<file path="config.mk">
export PLATFORM = sky130hd
export DESIGN_NAME = pio_port
export DESIGN_NICKNAME = d
export VERILOG_FILES = /design/src/core/pio_port.v
export VERILOG_INCLUDE_DIRS = /design/src /design/src/core
export SDC_FILE = /design/constraint.sdc
export NUM_CORES = 1
export LEC_CHECK = 0
export ABC_AREA = 1
export BUFFER_PORTS_ARGS = -buffer_cell sky130_fd_sc_hd__clkbuf_2
export CORE_ASPECT_RATIO = 0.75
export CORE_MARGIN = 5
export CORE_UTILIZATION = 39
export DETAILED_ROUTE_END_ITERATION = 7
export PLACE_DENSITY_LB_ADDON = 0.15
export SLEW_MARGIN = 10
export SYNTH_ARGS = -nofsm -noshare
export SYNTH_HDL_FRONTEND = slang
export SYNTH_SLANG_ARGS = --single-unit
</file>
<file path="constraint.sdc">
create_clock -name CORE_CLK -period 1.7 [get_ports CORE_CLK]
set_clock_uncertainty 0.15 [all_clocks]
set_input_delay 0.255 -clock CORE_CLK [delete_from_list [all_inputs] [get_ports CORE_CLK]]
set_output_delay 0.255 -clock CORE_CLK [all_outputs]
set_load 0.05 [all_outputs]
</file>
<file path="src/core/pio_defines.vh">
`ifndef PIO_DEFINES_VH
`define PIO_DEFINES_VH

// ----------------------------------------------------------------
// register byte offsets
// ----------------------------------------------------------------
`define PIO_OFS_LATCH    8'h00
`define PIO_OFS_LEVEL    8'h04
`define PIO_OFS_DIR      8'h08
`define PIO_OFS_MUX_DIR  8'h0C
`define PIO_OFS_ODR      8'h10
`define PIO_OFS_FUNC     8'h14

// ----------------------------------------------------------------
// reset values and field positions
// ----------------------------------------------------------------
`define PIO_LATCH_RST    8'h00
`define PIO_DIR_RST      8'h00
`define PIO_MDIR_RST     3'h0
`define PIO_ODR_RST      3'h0
`define PIO_FUNC_RST     6'h00
`define PIO_F_TWOWIRE    0
`define PIO_F_TX         1
`define PIO_F_RX         2
`define PIO_F_CKO        3
`define PIO_F_CKI        4
`define PIO_F_SYNC       5
`define PIO_RESP_OKAY    2'b00
`define PIO_RESP_SLVERR  2'b10

`endif

</file>
<file path="src/core/pio_port.v">
// --------------------------------------------------------------
// Overview of operation
// --------------------------------------------------------------
`timescale 1ns/100ps
`include "pio_defines.vh"

module pio_port (
	// clock and reset
	input  wire        CORE_CLK,
	input  wire        RESETN,
	// axi4-lite write address
	input  wire [7:0]  S_AWADDR,
	input  wire        S_AWVALID,
	output reg         S_AWREADY,
	// axi4-lite write data
	input  wire [31:0] S_WDATA,
	input  wire [3:0]  S_WSTRB,
	input  wire        S_WVALID,
	output reg         S_WREADY,
	// axi4-lite write response
	output reg  [1:0]  S_BRESP,
	output reg         S_BVALID,
	input  wire        S_BREADY,
	// axi4-lite read
	input  wire [7:0]  S_ARADDR,
	input  wire        S_ARVALID,
	output reg         S_ARREADY,
	output reg  [31:0] S_RDATA,
	output reg  [1:0]  S_RRESP,
	output reg         S_RVALID,
	input  wire        S_RREADY,
	// eight-bit port pins
	input  wire [7:0]  PORT_IN,
	output reg  [7:0]  PORT_OUT,
	output reg  [7:0]  PORT_OE,
	// mux pins: bit0 pin a, bit1 pin b, bit2 pin c
	input  wire [2:0]  MUX_IN,
	output reg  [2:0]  MUX_OUT,
	output reg  [2:0]  MUX_OE,
	// peripheral side of the mux pins
	input  wire        UART1_TX_PIN,
	input  wire        TWOWIRE_CLOCK_PIN_OUT,
	input  wire        TWOWIRE_DATA_PIN_OUT,
	input  wire        UART0_CLOCK_PIN_OUT,
	output reg         TWOWIRE_CLOCK_PIN_IN,
	output reg         TWOWIRE_DATA_PIN_IN,
	output reg         UART0_CLOCK_PIN_IN,
	output reg         UART0_RX_PIN,
	output reg         EXT_INTERRUPT_PIN,
	output reg  [2:0]  MUX_LEVEL
);

	// ----------------------------------------------------------------
	// register state
	// ----------------------------------------------------------------
	reg [7:0]  port_output_latch_r;
	reg [7:0]  port_direction_bits_r;
	reg [2:0]  mux_dir_r;      // pin_c, pin_b, pin_a direction
	reg [2:0]  mux_odr_r;      // pin_c, pin_b, pin_a open drain
	reg [5:0]  func_r;         // peripheral enables
	reg [7:0]  aw_addr_r;
	reg        aw_have_r;
	reg [31:0] w_data_r;
	reg [3:0]  w_strb_r;
	reg        w_have_r;

	wire twowire_on         = func_r[`PIO_F_TWOWIRE];
	wire tx_on              = func_r[`PIO_F_TX];
	wire rx_on              = func_r[`PIO_F_RX];
	wire serial_clk_out_sel = func_r[`PIO_F_CKO];
	wire serial_clk_in_sel  = func_r[`PIO_F_CKI];
	wire sync_mode          = func_r[`PIO_F_SYNC];
	wire pin_a_direction    = mux_dir_r[0];
	wire pin_b_direction    = mux_dir_r[1];
	wire pin_c_direction    = mux_dir_r[2];

	// merge a byte lane under its strobe
	function [7:0] lane;
		input [7:0] old;
		input [7:0] nw;
		input       en;
		begin
			lane = en ? nw : old;
		end
	endfunction

	// drive with optional open drain: high becomes released
	function [1:0] odrive;      // {oe, out}
		input en;
		input val;
		input od;
		begin
			odrive = !en ? 2'b00 : (od ? {~val, 1'b0} : {1'b1, val});
		end
	endfunction

	// pin-state view: latch where output, live pin elsewhere
	wire [7:0] port_pin_level = (port_direction_bits_r & port_output_latch_r) |
		(~port_direction_bits_r & PORT_IN);

	// ----------------------------------------------------------------
	// axi4-lite write channel: address and data in either order
	// ----------------------------------------------------------------
	wire wr_go = aw_have_r && w_have_r && !S_BVALID;

	always @(posedge CORE_CLK) begin
		if (!RESETN) begin
			S_AWREADY             <= 1'b0;
			S_WREADY              <= 1'b0;
			S_BVALID              <= 1'b0;
			S_BRESP               <= `PIO_RESP_OKAY;
			aw_have_r             <= 1'b0;
			w_have_r              <= 1'b0;
			aw_addr_r             <= 8'h00;
			w_data_r              <= 32'h0000_0000;
			w_strb_r              <= 4'h0;
			port_output_latch_r   <= `PIO_LATCH_RST;
			port_direction_bits_r <= `PIO_DIR_RST;
			mux_dir_r             <= `PIO_MDIR_RST;
			mux_odr_r             <= `PIO_ODR_RST;
			func_r                <= `PIO_FUNC_RST;
		end else begin
			S_AWREADY <= !aw_have_r && !S_AWREADY && S_AWVALID;
			S_WREADY  <= !w_have_r && !S_WREADY && S_WVALID;
			if (S_AWVALID && S_AWREADY) begin
				aw_have_r <= 1'b1;
				aw_addr_r <= S_AWADDR;
			end
			if (S_WVALID && S_WREADY) begin
				w_have_r <= 1'b1;
				w_data_r <= S_WDATA;
				w_strb_r <= S_WSTRB;
			end
			if (S_BVALID && S_BREADY)
				S_BVALID <= 1'b0;
			if (wr_go) begin
				aw_have_r <= 1'b0;
				w_have_r  <= 1'b0;
				S_BVALID  <= 1'b1;
				S_BRESP   <= `PIO_RESP_OKAY;
				case (aw_addr_r)
				`PIO_OFS_LATCH:
					port_output_latch_r <= lane(port_output_latch_r, w_data_r[7:0],
						w_strb_r[0]);
				`PIO_OFS_LEVEL: ;
				`PIO_OFS_DIR:
					port_direction_bits_r <= lane(port_direction_bits_r, w_data_r[7:0],
						w_strb_r[0]);
				`PIO_OFS_MUX_DIR:
					if (w_strb_r[0])
						mux_dir_r <= w_data_r[2:0];
				`PIO_OFS_ODR:
					if (w_strb_r[0])
						mux_odr_r <= w_data_r[2:0];
				`PIO_OFS_FUNC:
					if (w_strb_r[0])
						func_r <= w_data_r[5:0];
				default:
					S_BRESP <= `PIO_RESP_SLVERR;
				endcase
			end
		end
	end

	// ----------------------------------------------------------------
	// axi4-lite read channel
	// ----------------------------------------------------------------
	always @(posedge CORE_CLK) begin
		if (!RESETN) begin
			S_ARREADY <= 1'b0;
			S_RVALID  <= 1'b0;
			S_RDATA   <= 32'h0000_0000;
			S_RRESP   <= `PIO_RESP_OKAY;
		end else begin
			S_ARREADY <= !S_ARREADY && !S_RVALID && S_ARVALID;
			if (S_RVALID && S_RREADY)
				S_RVALID <= 1'b0;
			if (S_ARVALID && S_ARREADY) begin
				S_RVALID <= 1'b1;
				S_RRESP  <= `PIO_RESP_OKAY;
				case (S_ARADDR)
				`PIO_OFS_LATCH:   S_RDATA <= {24'h00_0000, port_output_latch_r};
				`PIO_OFS_LEVEL:   S_RDATA <= {24'h00_0000, port_pin_level};
				`PIO_OFS_DIR:     S_RDATA <= {24'h00_0000, port_direction_bits_r};
				`PIO_OFS_MUX_DIR: S_RDATA <= {29'h000_0000, mux_dir_r};
				`PIO_OFS_ODR:     S_RDATA <= {29'h000_0000, mux_odr_r};
				`PIO_OFS_FUNC:    S_RDATA <= {26'h00_0000, func_r};
				default: begin
					S_RDATA <= 32'h0000_0000;
					S_RRESP <= `PIO_RESP_SLVERR;
				end
				endcase
			end
		end
	end

	// ----------------------------------------------------------------
	// pin function multiplexing
	// ----------------------------------------------------------------
	reg [1:0] a_drv;
	reg [1:0] b_drv;
	reg [1:0] c_drv;

	always @* begin
		// pin a: two-wire clock is always open drain by nature of the bus
		if (twowire_on)
			a_drv = odrive(1'b1, TWOWIRE_CLOCK_PIN_OUT, 1'b1);
		else if (tx_on)
			a_drv = odrive(1'b1, UART1_TX_PIN, mux_odr_r[0]);
		else
			a_drv = odrive(pin_a_direction, port_output_latch_r[3], mux_odr_r[0]);
		// pin b: priority chain; interrupt input watches it regardless
		if (twowire_on)
			b_drv = odrive(1'b1, TWOWIRE_DATA_PIN_OUT, 1'b1);
		else if (serial_clk_in_sel)
			b_drv = 2'b00;
		else if (sync_mode || serial_clk_out_sel)
			b_drv = odrive(1'b1, UART0_CLOCK_PIN_OUT, mux_odr_r[1]);
		else
			b_drv = odrive(pin_b_direction, port_output_latch_r[2], mux_odr_r[1]);
		// pin c: receive input beats the direction bit
		if (rx_on)
			c_drv = 2'b00;
		else
			c_drv = odrive(pin_c_direction, port_output_latch_r[1], mux_odr_r[2]);
	end

	// registered pin drives so every output comes from a flip-flop;
	// costs one cycle of latency between register write and pin
	always @(posedge CORE_CLK) begin
		if (!RESETN) begin
			PORT_OUT             <= 8'h00;
			PORT_OE              <= 8'h00;
			MUX_OUT              <= 3'h0;
			MUX_OE               <= 3'h0;
			TWOWIRE_CLOCK_PIN_IN <= 1'b1;
			TWOWIRE_DATA_PIN_IN  <= 1'b1;
			UART0_CLOCK_PIN_IN   <= 1'b1;
			UART0_RX_PIN         <= 1'b1;
			EXT_INTERRUPT_PIN    <= 1'b1;
			MUX_LEVEL            <= 3'h0;
		end else begin
			PORT_OUT             <= port_output_latch_r;
			PORT_OE              <= port_direction_bits_r;
			MUX_OUT              <= {c_drv[0], b_drv[0], a_drv[0]};
			MUX_OE               <= {c_drv[1], b_drv[1], a_drv[1]};
			TWOWIRE_CLOCK_PIN_IN <= twowire_on ? MUX_IN[0] : 1'b1;
			TWOWIRE_DATA_PIN_IN  <= twowire_on ? MUX_IN[1] : 1'b1;
			UART0_CLOCK_PIN_IN   <= (!twowire_on && serial_clk_in_sel) ? MUX_IN[1] : 1'b1;
			UART0_RX_PIN         <= rx_on ? MUX_IN[2] : 1'b1;
			EXT_INTERRUPT_PIN    <= MUX_IN[1];
			MUX_LEVEL            <= MUX_IN;
		end
	end

endmodule

</file>
* Word level (Yosys, flattened, before mapping)
Cells that the tools add are included.
** Word-level totals
- Memories :: 0
- Output and inout bits :: 71
- Bits in registers :: 118
- Word-level logic and storage cells :: 115
- Latch bits :: 0
- Memory bits (read-only) :: 0
- Bits in writable memories :: 0
** Cells by class
- Equality and inequality tests :: 10
- Shift-type cells :: 0
- Reductions and logical operators :: 42
- Multiplexer cells :: 19
- Magnitude comparators :: 0
- Div/mod/pow operators :: 0
- Multipliers :: 0
- Add/subtract/negate cells :: 0
- Bitwise operators :: 13
** Operators by type and width (count)
- $pmux 8 s6 :: 1
- $eq 8x4->1 const B :: 4
- $eq 8x5->1 const B :: 4
- $mux 2 :: 14
- $and 8x8->8 :: 2
- $eq 8x3->1 const B :: 2
- $logic_not 8->1 :: 2
- $reduce_and 3->1 :: 5
- $logic_and 1x1->1 :: 14
- $reduce_or 6->1 :: 2
- $not 1->1 :: 9
- $logic_not 1->1 :: 8
- $not 8->8 :: 1
- $or 8x8->8 :: 1
- $reduce_and 2->1 :: 3
- $reduce_or 3->1 :: 2
- $mux 1 :: 4
- $reduce_bool 2->1 :: 2
- $reduce_or 2->1 :: 2
- $reduce_or 4->1 :: 1
- $logic_or 1x1->1 :: 1

* Logic depth before layout (Yosys ltp)
Gate-level depths: netlist (run 1).
- Word-level depth :: 6
- Gate-level depth with buffers :: 10
- Gate-level depth less buffers :: 9

* Worst setup path before layout (run 1)
Ideal clock, no wire load.
- Path type :: flip-flop to flip-flop
- From :: register S_BVALID
- To :: register port_direction_bits_r[4]
- Slack :: 0.092 ns
- Cell stages (with the launch flop) :: 8
- Data required time :: 1.434 ns
- Path buffers :: 1
- Library setup time :: 0.116 ns
- Arrival :: 1.342 ns
- Path through :: dfxtp_1 > nor3_4 > nand2_4 > clkinv_2 > nand2_2 > buf_6 > o21ai_1 > a21oi_1
** Between the ends
- Cells in the longest elaborated chain, start to end :: 3
** RTL lines
- start: declaration :: RTL line pio_port.v:22 : output reg S_BVALID,
- start signal: assignment :: RTL line pio_port.v:110 : S_BVALID <= 1'b0;
- start signal: assignment :: RTL line pio_port.v:135 : S_BVALID <= 1'b0;
- start signal: assignment :: RTL line pio_port.v:139 : S_BVALID <= 1'b1;
- $logic_not 1->1 :: RTL line pio_port.v:104 : wire wr_go = aw_have_r && w_have_r && !S_BVALID;
- $logic_and 1x1->1 :: RTL line pio_port.v:104
- $reduce_and 3->1 (no line)
- end signal: assignment :: RTL line pio_port.v:118 : port_direction_bits_r <= `PIO_DIR_RST;
- end signal: assignment :: RTL line pio_port.v:147 : port_direction_bits_r <= lane(port_direction_bits_r, w_data_r[7:0],
- end: declaration :: RTL line pio_port.v:57 : reg [7:0] port_direction_bits_r;
Every way passes these cells.
A chain may end at the register's enable or synchronous reset.

* Final worst setup path (run 1)
- From :: register aw_have_r
- To :: register port_output_latch_r[6]
** Between the ends
- Cells in the longest elaborated chain, start to end :: 3
** RTL lines
- start: declaration :: RTL line pio_port.v:62 : reg aw_have_r;
- start signal: assignment :: RTL line pio_port.v:112 : aw_have_r <= 1'b0;
- start signal: assignment :: RTL line pio_port.v:126 : aw_have_r <= 1'b1;
- start signal: assignment :: RTL line pio_port.v:137 : aw_have_r <= 1'b0;
- $logic_and 1x1->1 (2 in series) :: RTL line pio_port.v:104
- $reduce_and 3->1 (no line)
- end signal: assignment :: RTL line pio_port.v:117 : port_output_latch_r <= `PIO_LATCH_RST;
- end signal: assignment :: RTL line pio_port.v:143 : port_output_latch_r <= lane(port_output_latch_r, w_data_r[7:0],
- end: declaration :: RTL line pio_port.v:56 : reg [7:0] port_output_latch_r;
Every way passes these cells.

==> metrics.md, run 1 <==
| Metric | Value |
|---|---|
| Worst Setup End Kind | register |
| Min cycle time layout | 1.56 ns |
| Seq/Total Area, Yosys | 47.7% |
| Filler cells | 964 |
| Final hold viol count | 0 |
| Share of layout cells above drive strength 1 | 22.1% |
| Final Max Tran Viols | 0 |
| Power Internal | 0.00360 W |
| Cell Chain, Critical Path | inv_1, nor3_4, nand2_4, clkinv_2, nand2_2, o21ai_0, nor2_1 |
| Worst endpoint required time | 1.79 ns |
| Setup-failing EPs final | 0 |
| Clock power share | 44.1% |
| Maximum vdd drop | 556 uV |
| Yosys Warn Count | 0 |
| Num ports | 145 |
| Slowest CP cell | dfxtp_1 |
| Ranking of synthesized cells by area | dfxtp_1 48%, nand2_1 9.5%, nor2_1 6.6% |
| DR WL/cell | 12.5 um |
| Drt first pass iters | 4 |
| Root buf cell | clkbuf_16 |
| Multi-input logic area | 0.00159 mm2 |
| Nets | 693 |
| Fmax | 0.641 GHz |
| Flop pwr share | 46.6% |
| Largest net degree at the start of global routing | 51 |
| Row Count | 31 |
| CP top delay family | simple AND/OR/NAND/NOR gates |
| Antenna viol nets, final | 0 |
| Total CTS buffers | 9 |
| Tot GR Track Use | 16.2% |
| Status | complete, no violations |
| Core area | 0.00966 mm2 |
| Synth cell types | 34 |
| Post-Syn Instances | 516 |
| Post-synth top area cell | dfxtp_1 |
| Crit Path Category | register to register |
| H-tree Lvls | 3 |
| Clk_lat worst skew | 0.34 ns |
| Reg clk slew, reported paths | 0.06 ns |
| Via-to-Cell Ratio | 4.54 |
| Seq cells post-synth | 92 |
| Syn-to-layout area delta | 24.4% |
| DIE WIDTH | 125 um |
| Antenna violations before repair | 0 |
| WL final | 9450 um |
| GP Congestion | 0.828 |
| Crit share post-route | 91.8% |
| Hold WS | 0.0102 ns |
| Switch share | 24.2% |
| Pwr dens | 991 mW/mm2 |
| Fin util | 49.7% |
| Iter 0 DRT Violations | 115 |
| Avg Synthesized Cell Area | 7.48 um2 |
| Startpoint Class | register |
| IO Port Bufs | 91 |
| Synthesized cell area | 0.00386 mm2 |
| Crit path largest cell delay | 0.33 ns |
| Vias in the first global route | 3255 |
| Unrepaired setup endpoints after global routing | yes |
| CTS tree | done |
| DRC viols | 0 |
| N_diodes | 0 |
| Vias post-DR | 3432 |
| Leak pwr | 2.27 nW |
| Congestion Overflow GR | 0 |
| Net Sw Power | 0.00115 W |
| Clk sinks | 92 |
| HPWL Detailed | 7050 um |
| Vert. Die Dim | 96.1 um |
| Crit path DAT | 1.65 ns |
| First-pass GRT wire length | 15500 um |
| Yosys top cell area share | 47.7% |
| Comb power frac | 9.3% |
| Max-cap violations | 0 |
| R2R Setup Slk | 0.14 ns |
| Starting density of the core | 39.9% |
| FF/Latch Area | 0.00184 mm2 |
| CP Max Fanout | 10 |
| Hold WC Path Type | input pin to register |
| Die area | 0.0120 mm2 |
| CP Buf/Inv Count | 2 |
| CTS Buffer Depth | 2 |
-- per-stage QoR --
stage,total power [W],instance area (um2),cells,setup TNS (ns),setup slack [ns]
floorplan,0.00262,3950,541,0,0.0915
detailed placement,0.00269,4370,731,0,0.0666
CTS,0.00481,4770,755,0,0.0546
global route,0.00495,4800,756,-0.0111,-0.00871
global placement,0.00268,4370,731,0,0.115
finish,0.00475,4800,756,0,0.140
-- layer usage --
| metal | wire [um] | GRT usage [%] | up-vias |
|---|---|---|---|
| met2 | 4130 | 25.3 | 94 |
| met3 | 582 | 6.05 | 14 |
| met1 | 4620 | 21.1 | 1532 |
| met4 | 121 | 4.60 | 0 |
| met5 | 0 | 0 | - |
| li1 | - | - | 1792 |
-- layout by cell type (no fill, tap or decap), types with 2 or more instances in the layout --
cell type / Yosys / routed
nor3_1: 5 / 5
buf_12: 0 / 2
inv_2: 5 / 4
a21boi_0: 3 / 3
nand2_1: 98 / 98
clkinv_2: 1 / 2
clkbuf_16: 0 / 9
nor2_2: 2 / 3
conb_1: 1 / 26
nor2_1: 68 / 67
nand3_1: 28 / 28
dlygate4sd3_1: 0 / 8
a21oi_1: 38 / 38
a211oi_2: 4 / 4
o21ai_1: 2 / 3
nand2_2: 3 / 2
a211oi_1: 5 / 5
nand2_4: 1 / 2
dfxtp_1: 92 / 92
buf_4: 26 / 6
nor2_4: 3 / 3
inv_1: 61 / 61
clkbuf_2: 0 / 91
clkbuf_8: 0 / 4
o21ai_0: 46 / 45
-- final cells by class --
| class | count | area share [%] |
|---|---|---|
| sequential | 92 | 38.4 |
| inverter | 68 | 5.40 |
| clock buffer | 13 | 5.84 |
| timing repair buffer | 107 | 12.9 |
| tap | 132 | 3.44 |
| multi-input combinational | 341 | 33.1 |
| clock inverter | 3 | 0.887 |
-- logic make-up (layout without fill, tap and decap cells) --
logic type,Yosys count,count (layout),synth area share (%)
other cells,1,26,0.0972
mux,1,1,0.259
flops,92,92,47.7
buf+inv,108,191,13.7
simple gates,213,213,23.6
compound gates,101,101,14.6
-- sequential cells by signal (all words and copies together), names as in the netlist, 6 cells and up --
| signal | count |
|---|---|
| port_output_latch_r | 8 |
| aw_addr_r | 8 |
| w_data_r | 8 |
| port_direction_bits_r | 8 |
| func_r | 6 |
| PORT_OE | 8 |
| S_RDATA | 8 |
| PORT_OUT | 8 |
-- path summary, 6_finish.rpt --
check | from | endpoint | depth (start not counted)
setup / recovery | aw_have_r$_SDFFE_PP0P_ | port_output_latch_r[6]$_SDFFE_PN0P_ | 7
hold / removal | S_RREADY | S_RVALID$_SDFFE_PN0P_ | 4
setup reg to reg | aw_have_r$_SDFFE_PP0P_ | port_output_latch_r[6]$_SDFFE_PN0P_ | 7
hold reg to reg | aw_have_r$_SDFFE_PP0P_ | S_AWREADY$_SDFF_PN0_ | 1
-- worst reg2reg max path: cells and delay by family, from the launching register on --
| kind | cells | cell delay, ns |
|---|---|---|
| AOI/OAI and AO/OA | 1 | 0.21 |
| buffers and inverters | 2 | 0.19 |
| DFF | 1 | 0.33 |
| and+or+nand+nor | 4 | 0.58 |
-- cell usage after synthesis --
cell and number:
a211oi_1 5, a211oi_2 4, a21boi_0 3, a21oi_1 38, buf_1 4, buf_2 1, buf_4 26, buf_6 3
clkbuf_1 6, clkinv_1 1, clkinv_2 1, conb_1 1, dfxtp_1 92, inv_1 61, inv_2 5, mux2i_1 1
nand2_1 98, nand2_2 3, nand2_4 1, nand3_1 28, nand4_1 1, nor2_1 68, nor2_2 2, nor2_4 3
nor3_1 5, nor3_2 1, nor3_4 1, nor3b_1 1, o2111ai_1 1, o211ai_1 1, o21ai_0 46, o21ai_1 2
o22ai_1 1, or2_2 1
-- power by group through the flow --
stage | Clock (W) | Combinational, W | Sequential, W
floorplan | 0 | 0.000316 | 0.00230
global placement | 0 | 0.000422 | 0.00226
detailed placement | 0 | 0.000426 | 0.00226
CTS | 0.00216 | 0.000442 | 0.00221
global route | 0.00225 | 0.000486 | 0.00222
finish | 0.00210 | 0.000442 | 0.00221
-- what timing repair did --
| item | CTS | global route |
|---|---|---|
| hold endpoints to repair | 11 | 0 |
| setup endpoints to repair | 0 | 9 |
| buffers inserted | 0 | 1 |
| gates resized for setup | 0 | 4 |
| hold buffers | 8 | 0 |
No activity file was read; power rests on OpenSTA's default activity.
==> run 2: changes to the inputs <==
--- a/config.mk
+++ b/config.mk
@@ -6,13 +6,14 @@
 export SDC_FILE = /design/constraint.sdc
 export NUM_CORES = 1
 export LEC_CHECK = 0
-export ABC_AREA = 1
 export BUFFER_PORTS_ARGS = -buffer_cell sky130_fd_sc_hd__clkbuf_2
 export CORE_ASPECT_RATIO = 0.75
 export CORE_MARGIN = 5
 export CORE_UTILIZATION = 39
+export CTS_BUF_LIST = sky130_fd_sc_hd__clkbuf_16
 export DETAILED_ROUTE_END_ITERATION = 7
 export PLACE_DENSITY_LB_ADDON = 0.15
+export RECOVER_POWER = 100
 export SLEW_MARGIN = 10
 export SYNTH_ARGS = -nofsm -noshare
 export SYNTH_HDL_FRONTEND = slang
==> run 2 against run 1 <==
  * The flow now finishes with violations (negative setup slack)
  * Critical path depth is 2 lower
  * Sequential power about the same
  * Via count fell by 6.6%
  * Routed wire length decreased by 0.68%
  * Final area up 2.7%
  * Clock-buffer cell count down 4
  * Worst hold slack better by 0.0050 ns
  * Critical endpoint is now mux_odr_r[0]$_SDFFE_PN0P_
==> metrics.md, run 2 <==
| Metric | Value |
|---|---|
| IO Port Bufs | 91 (unchanged) |
| Top FF cell, synth | dfxtp_1 |
| Die area | 0.0123 mm2 (+2.8%) |
| Setup ws final | -0.207 ns (-0.347 ns) |
| Clock power share | 40.6% (-3.5 points) |
| Max-cap violations | 0 (unchanged) |
| Core area | 0.00981 mm2 (+1.6%) |
| Starting density of the core | 40.5% (+0.58 points) |
| Clk_lat worst skew | 0.34 ns (about the same) |
| Area post-placement | 0.00462 mm2 (+5.8%) |
| Switch share | 25.9% (+1.6 points) |
| N_diodes | 0 (unchanged) |
| Most common cell in the synthesized netlist | dfxtp_1 |
| Flop pwr share | 49.7% (+3.1 points) |
| Pwr dens | 901 mW/mm2 (-9.0%) |
| Power Internal | 0.00329 W (-8.6%) |
| Power Total | 0.00444 W (-6.6%) |
| Multi-input logic area | 0.00196 mm2 (+23%) |
| Crit path largest cell delay | 0.63 ns (+0.30 ns) |
| Startpoint Class | register |
| Vias post-DR | 3205 (-6.6%) |
| Vias in the first global route | 3169 (-2.6%) |
| Clk sinks | 92 (unchanged) |
| CP top delay family | simple AND/OR/NAND/NOR gates |
| Number of synthesized flops with an enable pin | 0 (unchanged) |
| Tot GR Track Use | 15.6% (-0.60 points) |
| Syn-to-layout area delta | 23.9% |
| Worst endpoint required time | 1.77 ns (-0.02 ns) |
| Yosys top cell area share | 46.3% (-1.4 points) |
| Cell Chain, Critical Path | or4_4, nor4_4, buf_4, mux2i_1, nor2b_1 |
| DRC viols | 0 (unchanged) |
| CP Buf/Inv Count | 1 (-1) |
| Antenna viol nets, final | 0 (unchanged) |
| Fmax | 0.524 GHz (-18%) |
| Slew @ Worst Pin | 1.04 ns |
| Filler cells | 1000 (+3.7%) |
| Drt first pass iters | 5 (+1) |
| Worst Setup End Kind | register |
| Post-synth top area cell | dfxtp_1 |
| Crit path DAT | 1.98 ns (+0.33 ns) |
| Commonest non-fill, non-tap cell in the layout | dfxtp_1 |
| Comb power frac | 9.6% (+0.3 points) |
| Synthesized cell area | 0.00398 mm2 (+3.1%) |
| First-pass GRT wire length | 15700 um (+1.7%) |
| Via-to-Cell Ratio | 4.83 (+6.3%) |
| Iter 0 DRT Violations | 140 (+22%) |
| Synth cell types | 48 (+41%) |
| Crit Path Category | register to register |
| Root buf cell | clkbuf_16 |
| Final hold viol count | 0 (unchanged) |
| H-tree Lvls | 3 (unchanged) |
| Unrepaired setup endpoints after global routing | yes |
| Hold WC Path Type | input pin to register |
| Share of layout cells above drive strength 1 | 20.1% (-2.0 points) |
| Seq cells post-synth | 92 (unchanged) |
| Most frequent cells in the layout | 87 x dfxtp_1, 54 x clkbuf_2, 47 x nand2_1 |
| CTS Buffer Depth | 2 (unchanged) |
| Yosys Warn Count | 0 (unchanged) |
| Post-synth top cells | 92 x dfxtp_1, 47 x nand2_1, 33 x nor2b_1 |
| DR WL/cell | 14.1 um (+13%) |
| HPWL Detailed | 7040 um (-0.14%) |
| Row Count | 31 (unchanged) |
| Antenna violations before repair | 0 (unchanged) |
| Slowest CP cell | or4_4 |
| Post-synth ARST share | 0% (unchanged) |
| Congestion Overflow GR | 0 (unchanged) |
| Post-Place Setup Slack | -0.244 ns (-0.311 ns) |
| Violated checks | negative setup slack |
| Crit share post-route | 112% (+20 points) |
| Avg Synthesized Cell Area | 9.56 um2 (+28%) |
| Status | finished with violations |
| CTS tree | done |
| Vert. Die Dim | 97.4 um (+1.4%) |
| CP Max Fanout | 6 (-4) |
| Slew HR | 30.9% |
| Reg clk slew, reported paths | 0.06 ns (about the same) |
| FF/Latch Area | 0.00185 mm2 (+0.34%) |
| WL final | 9390 um (-0.68%) |
| GP Congestion | 0.731 (-12%) |
| Net Sw Power | 0.00115 W (-0.35%) |
| # Post-CTS Setup Buffers | 0 (unchanged) |
| Final Max Tran Viols | 0 (unchanged) |
| Total CTS buffers | 9 (unchanged) |
| Leak pwr | 1.91 nW (-16%) |
| DIE WIDTH | 127 um (+1.4%) |
| Largest net degree at the start of global routing | 64 (+25%) |
| Maximum vdd drop | 568 uV (+2.2%) |
| Seq/Total Area, Yosys | 46.3% (-1.4 points) |
| Ranking of synthesized cells by area | dfxtp_1 46%, mux2i_1 7.0%, nor2b_1 5.2% |
| Final Cell Area | 0.00493 mm2 (+2.7%) |
| Min cycle time layout | 1.91 ns (+0.347 ns) |
| Setup-failing EPs final | 28 (+28) |
| Nets | 601 (-13%) |
| Num ports | 145 (unchanged) |
| Post-Syn Instances | 416 (-19%) |
-- run 2: changes by cell type in the layout (fill, tap and decap cells not counted), moves of 10 or more --
cell      delta
a21boi_0    +17
a21oi_1     -24
and2_1      +14
buf_4       +10
clkbuf_1    +38
clkbuf_2    -37
inv_1       -57
mux2i_1     +27
nand2_1     -51
nand3_1     -15
nor2_1      -56
nor2b_1     +33
o21ai_0     -33
-- run 2: path summary, 6_finish.rpt --
path                             start                   endpoint  slack (ns)  depth (start not counted)
min                        S_AWADDR[5]  aw_addr_r[5]$_SDFFE_PN0P_        0.02                          3
min reg2reg      w_have_r$_SDFFE_PP0P_        S_WREADY$_SDFF_PN0_        0.30                          1
max reg2reg  aw_addr_r[6]$_SDFFE_PN0P_  mux_odr_r[0]$_SDFFE_PN0P_       -0.21                          5
max          aw_addr_r[6]$_SDFFE_PN0P_  mux_odr_r[0]$_SDFFE_PN0P_       -0.21                          5
-- run 2: metrics by stage --
stage	utilization [%]	std cells	setup TNS, ns	hold slack (ns)
after global placement	47.0	640	-6.04	0.271
after CTS	50.8	664	-4.20	0.00148
after global routing	50.2	664	-6.31	0.0215
after detailed placement	47.0	640	-6.68	0.295
after floorplan	-	441	-9.36	0.199
final	50.2	664	-3.99	0.0152
-- run 2: cell families (layout without fill, tap and decap cells) --
| logic type | count (synthesis) | after routing | share of synthesized area (%) |
|---|---|---|---|
| AO/OA/AOI/OAI | 73 | 73 | 12.6 |
| AND/OR/NAND/NOR | 169 | 169 | 25.7 |
| other | 1 | 26 | 0.0943 |
| flip-flops | 92 | 92 | 46.3 |
| multiplexers | 31 | 31 | 7.90 |
| buffers and inverters | 50 | 141 | 7.36 |
-- run 2: timing repair --
action	CTS	global route
hold endpoints to repair	10	0
gates resized for setup	6	3
pin swaps	4	2
setup endpoints to repair	28	28
hold buffers	8	0
-- run 2: layout make-up --
cell class,instances,area share (%)
clock buffer,9,4.57
inverter,4,0.305
timing repair buffer,121,13.6
sequential,92,37.5
multi-input combinational,299,39.8
clock inverter,7,0.863
tap,132,3.35
-- run 2: worst register-to-register path, stage by stage (launching register included) --
cell and delay, ns:
dfxtp_2 0.32, or4_4 0.63, nor4_4 0.29, buf_4 0.17, mux2i_1 0.18, nor2b_1 0.06
-- run 2: power groups by stage --
stage	clock (W)	sequential (W)	combinational, W
2_1_floorplan	0	0.00229	0.000308
3_3_place_gp	0	0.00226	0.000415
4_1_cts	0.00186	0.00221	0.000436
6_report	0.00180	0.00221	0.000428
5_1_grt	0.00196	0.00221	0.000459
3_5_place_dp	0	0.00226	0.000419
-- run 2: routing by layer --
metal,share of wire (%),global-route usage (%),vias up
met3,6.9,4.67,10
met1,48,20.9,1475
met4,1.1,4.53,0
met5,0,0,-
met2,44,24.2,97
li1,-,-,1623
==> run 3: changes to the inputs <==
--- a/config.mk
+++ b/config.mk
@@ -9,7 +9,7 @@
 export BUFFER_PORTS_ARGS = -buffer_cell sky130_fd_sc_hd__clkbuf_2
 export CORE_ASPECT_RATIO = 0.75
 export CORE_MARGIN = 5
-export CORE_UTILIZATION = 39
+export CORE_UTILIZATION = 49
 export CTS_BUF_LIST = sky130_fd_sc_hd__clkbuf_16
 export DETAILED_ROUTE_END_ITERATION = 7
 export PLACE_DENSITY_LB_ADDON = 0.15
==> run 3 against run 2 <==
  * The flow still finishes with violations (negative setup slack)
  * Utilization up 12 points
  * Flip-flop and latch count unchanged
  * Fmax down 1.7%
  * Setup slack worse by 0.033 ns
  * Critical path type unchanged
  * Largest cell class unchanged
  * Highest routed layer unchanged
==> metrics.md, run 3 (same netlist as run 2, synthesis figures left out) <==
| Metric | Value |
|---|---|
| DRC viols | 0 (unchanged) |
| Final hold viol count | 0 (unchanged) |
| Crit path to | mux_odr_r[1]$_SDFFE_PN0P_ |
| H-tree Lvls | 3 (unchanged) |
| Filler cells | 695 (-31%) |
| CP Buf/Inv Count | 1 (unchanged) |
| R2R cell count | 5 (unchanged) |
| RR Startpoint | aw_addr_r[0]$_SDFFE_PN0P_ |
| Most frequent cells in the layout | 88 x dfxtp_1, 52 x clkbuf_2, 47 x nand2_1 |
| Worst setup path startpoint | aw_addr_r[0]$_SDFFE_PN0P_ |
| Min cycle time layout | 1.94 ns (+0.0325 ns) |
| Pwr dens | 933 mW/mm2 (+3.5%) |
| GP Congestion | 0.857 (+17%) |
| R2r endpoint | mux_odr_r[1]$_SDFFE_PN0P_ |
| Row Count | 28 (-9.7%) |
| Setup ws final | -0.240 ns (-0.0325 ns) |
| Leak pwr | 1.92 nW (+0.28%) |
| IO Port Bufs | 91 (unchanged) |
| CP top delay family | simple AND/OR/NAND/NOR gates |
| Core area | 0.00792 mm2 (-19%) |
| Max-cap violations | 0 (unchanged) |
| Fmax | 0.516 GHz (-1.7%) |
| Fin util | 62.2% (+12 points) |
| Largest net degree at the start of global routing | 27 (-58%) |
| FF/Latch Area | 0.00185 mm2 (about the same) |
| Crit path largest cell delay | 0.63 ns (about the same) |
| Hold Crit Start | S_WDATA[3] |
| First-pass GRT wire length | 15200 um (-3.6%) |
| CTS tree | done |
| Total CTS buffers | 9 (unchanged) |
| Share of layout cells above drive strength 1 | 19.4% (-0.72 points) |
| CTS Buffer Depth | 2 (unchanged) |
| Iter 0 DRT Violations | 193 (+38%) |
| Vias post-DR | 3255 (+1.6%) |
| CP Max Fanout | 6 (unchanged) |
| Clk_lat worst skew | 0.34 ns (about the same) |
| Root buf cell | clkbuf_16 |
| Antenna viol nets, final | 0 (unchanged) |
| Tot GR Track Use | 18.8% (+3.3 points) |
| Startpoint Class | register |
| Slew HR | 52.3% (+21 points) |
| Area post-placement | 0.00458 mm2 (-0.89%) |
| Slowest CP cell | or4_4 |
| Congestion Overflow GR | 0 (unchanged) |
| Crit path DAT | 2.02 ns (+0.04 ns) |
| Commonest non-fill, non-tap cell in the layout | dfxtp_1 |
| Crit Path Category | register to register |
| Die area | 0.0100 mm2 (-19%) |
| R2R Setup Slk | -0.24 ns (-0.03 ns) |
| Hold WS | 0.00734 ns (-0.00786 ns) |
| Antenna violations before repair | 0 (unchanged) |
| Status | finished with violations |
| Multi-input logic area | 0.00196 mm2 (-0.26%) |
| Final Cell Area | 0.00492 mm2 (-0.13%) |
| Final Max Tran Viols | 0 (unchanged) |
| Vert. Die Dim | 88.0 um (-9.7%) |
| Via-to-Cell Ratio | 5.12 (+6.0%) |
| Crit share post-route | 114% (+1.9 points) |
| Hold WC Path Type | input pin to register |
| Drt first pass iters | 4 (-1) |
| Reg clk slew, reported paths | 0.06 ns (about the same) |
| Nets | 601 (unchanged) |
| Maximum vdd drop | 618 uV (+8.8%) |
| WP depth | 5 (unchanged) |
| Setup-failing EPs final | 28 (unchanged) |
| Violated checks | negative setup slack |
| DIE WIDTH | 114 um (-9.9%) |
| WL final | 9130 um (-2.8%) |
| DR WL/cell | 14.4 um (+1.5%) |
| Slew @ Worst Pin | 0.716 ns (-0.320 ns) |
| Unrepaired setup endpoints after global routing | yes |
| Clk sinks | 92 (unchanged) |
| Worst Setup End Kind | register |
| Worst endpoint required time | 1.78 ns (about the same) |
| N_diodes | 0 (unchanged) |
| Vias in the first global route | 3191 (+0.69%) |
| Num ports | 145 (unchanged) |
| HPWL Detailed | 6780 um (-3.7%) |
| Cell Chain, Critical Path | or4_4, nor4_4, buf_4, mux2i_1, nor2b_1 |
| Starting density of the core | 50.2% (+9.7 points) |
| Syn-to-layout area delta | 23.8% |
-- run 3: per-layer routing --
layer / global-route usage (%) / routed length, um / vias up
li1: - / - / 1626
met1: 25.7 / 4190 / 1518
met2: 29.8 / 4250 / 98
met3: 4.14 / 548 / 13
met4: 6.36 / 134 / 0
met5: 0 / 0 / -
-- run 3: where the power goes --
group          switching (W)  internal (W)  leakage, nW
registers          0.0000260       0.00218        0.746
clock network       0.000823       0.00113        0.139
logic               0.000300      0.000130         1.03
-- run 3: through the flow --
stage | setup TNS [ns] | setup slack [ns] | power (W) | cells
after floorplan | -9.36 | -0.364 | 0.00260 | 441
after global placement | -6.16 | -0.223 | 0.00266 | 612
after detailed placement | -6.86 | -0.241 | 0.00267 | 612
after CTS | -4.69 | -0.242 | 0.00463 | 636
after global routing | -6.77 | -0.312 | 0.00476 | 636
final | -4.68 | -0.240 | 0.00459 | 636
-- run 3: timing repair --
item,CTS,global route
gates resized for setup,7,2
setup buffers,0,0
endpoints found under the setup margin,28,29
hold endpoints to repair,12,0
pin swaps,3,0
hold buffers,9,0
-- run 3: how the worst min path moves through the flow --
stage,endpoint,slack (ns),depth (start not counted)
after floorplan,MUX_OE[1]$_SDFF_PN0_,0.20,1
after global placement,S_ARREADY$_SDFF_PN0_,0.27,1
after detailed placement,S_ARREADY$_SDFF_PN0_,0.28,1
after CTS,w_data_r[4]$_SDFFE_PN0P_,0.003,3
after global routing,w_data_r[4]$_SDFFE_PN0P_,0.01,3
final,w_data_r[3]$_SDFFE_PN0P_,0.007,3
-- run 3: cell type report --
type,instances,share of cell area [%]
multi-input cells,299,39.7
well taps,105,2.67
clock buffers,9,4.58
inverters,4,0.305
repair buffers,121,13.9
clock inverters,6,1.30
flip-flops and latches,92,37.5
-- run 3: worst min-delay path: cells and delay by family --
family	cells	cell delay (ns)
buffers and inverters	1	0.08
AOI/OAI and AO/OA	1	0.06
and+or+nand+nor	1	0.05
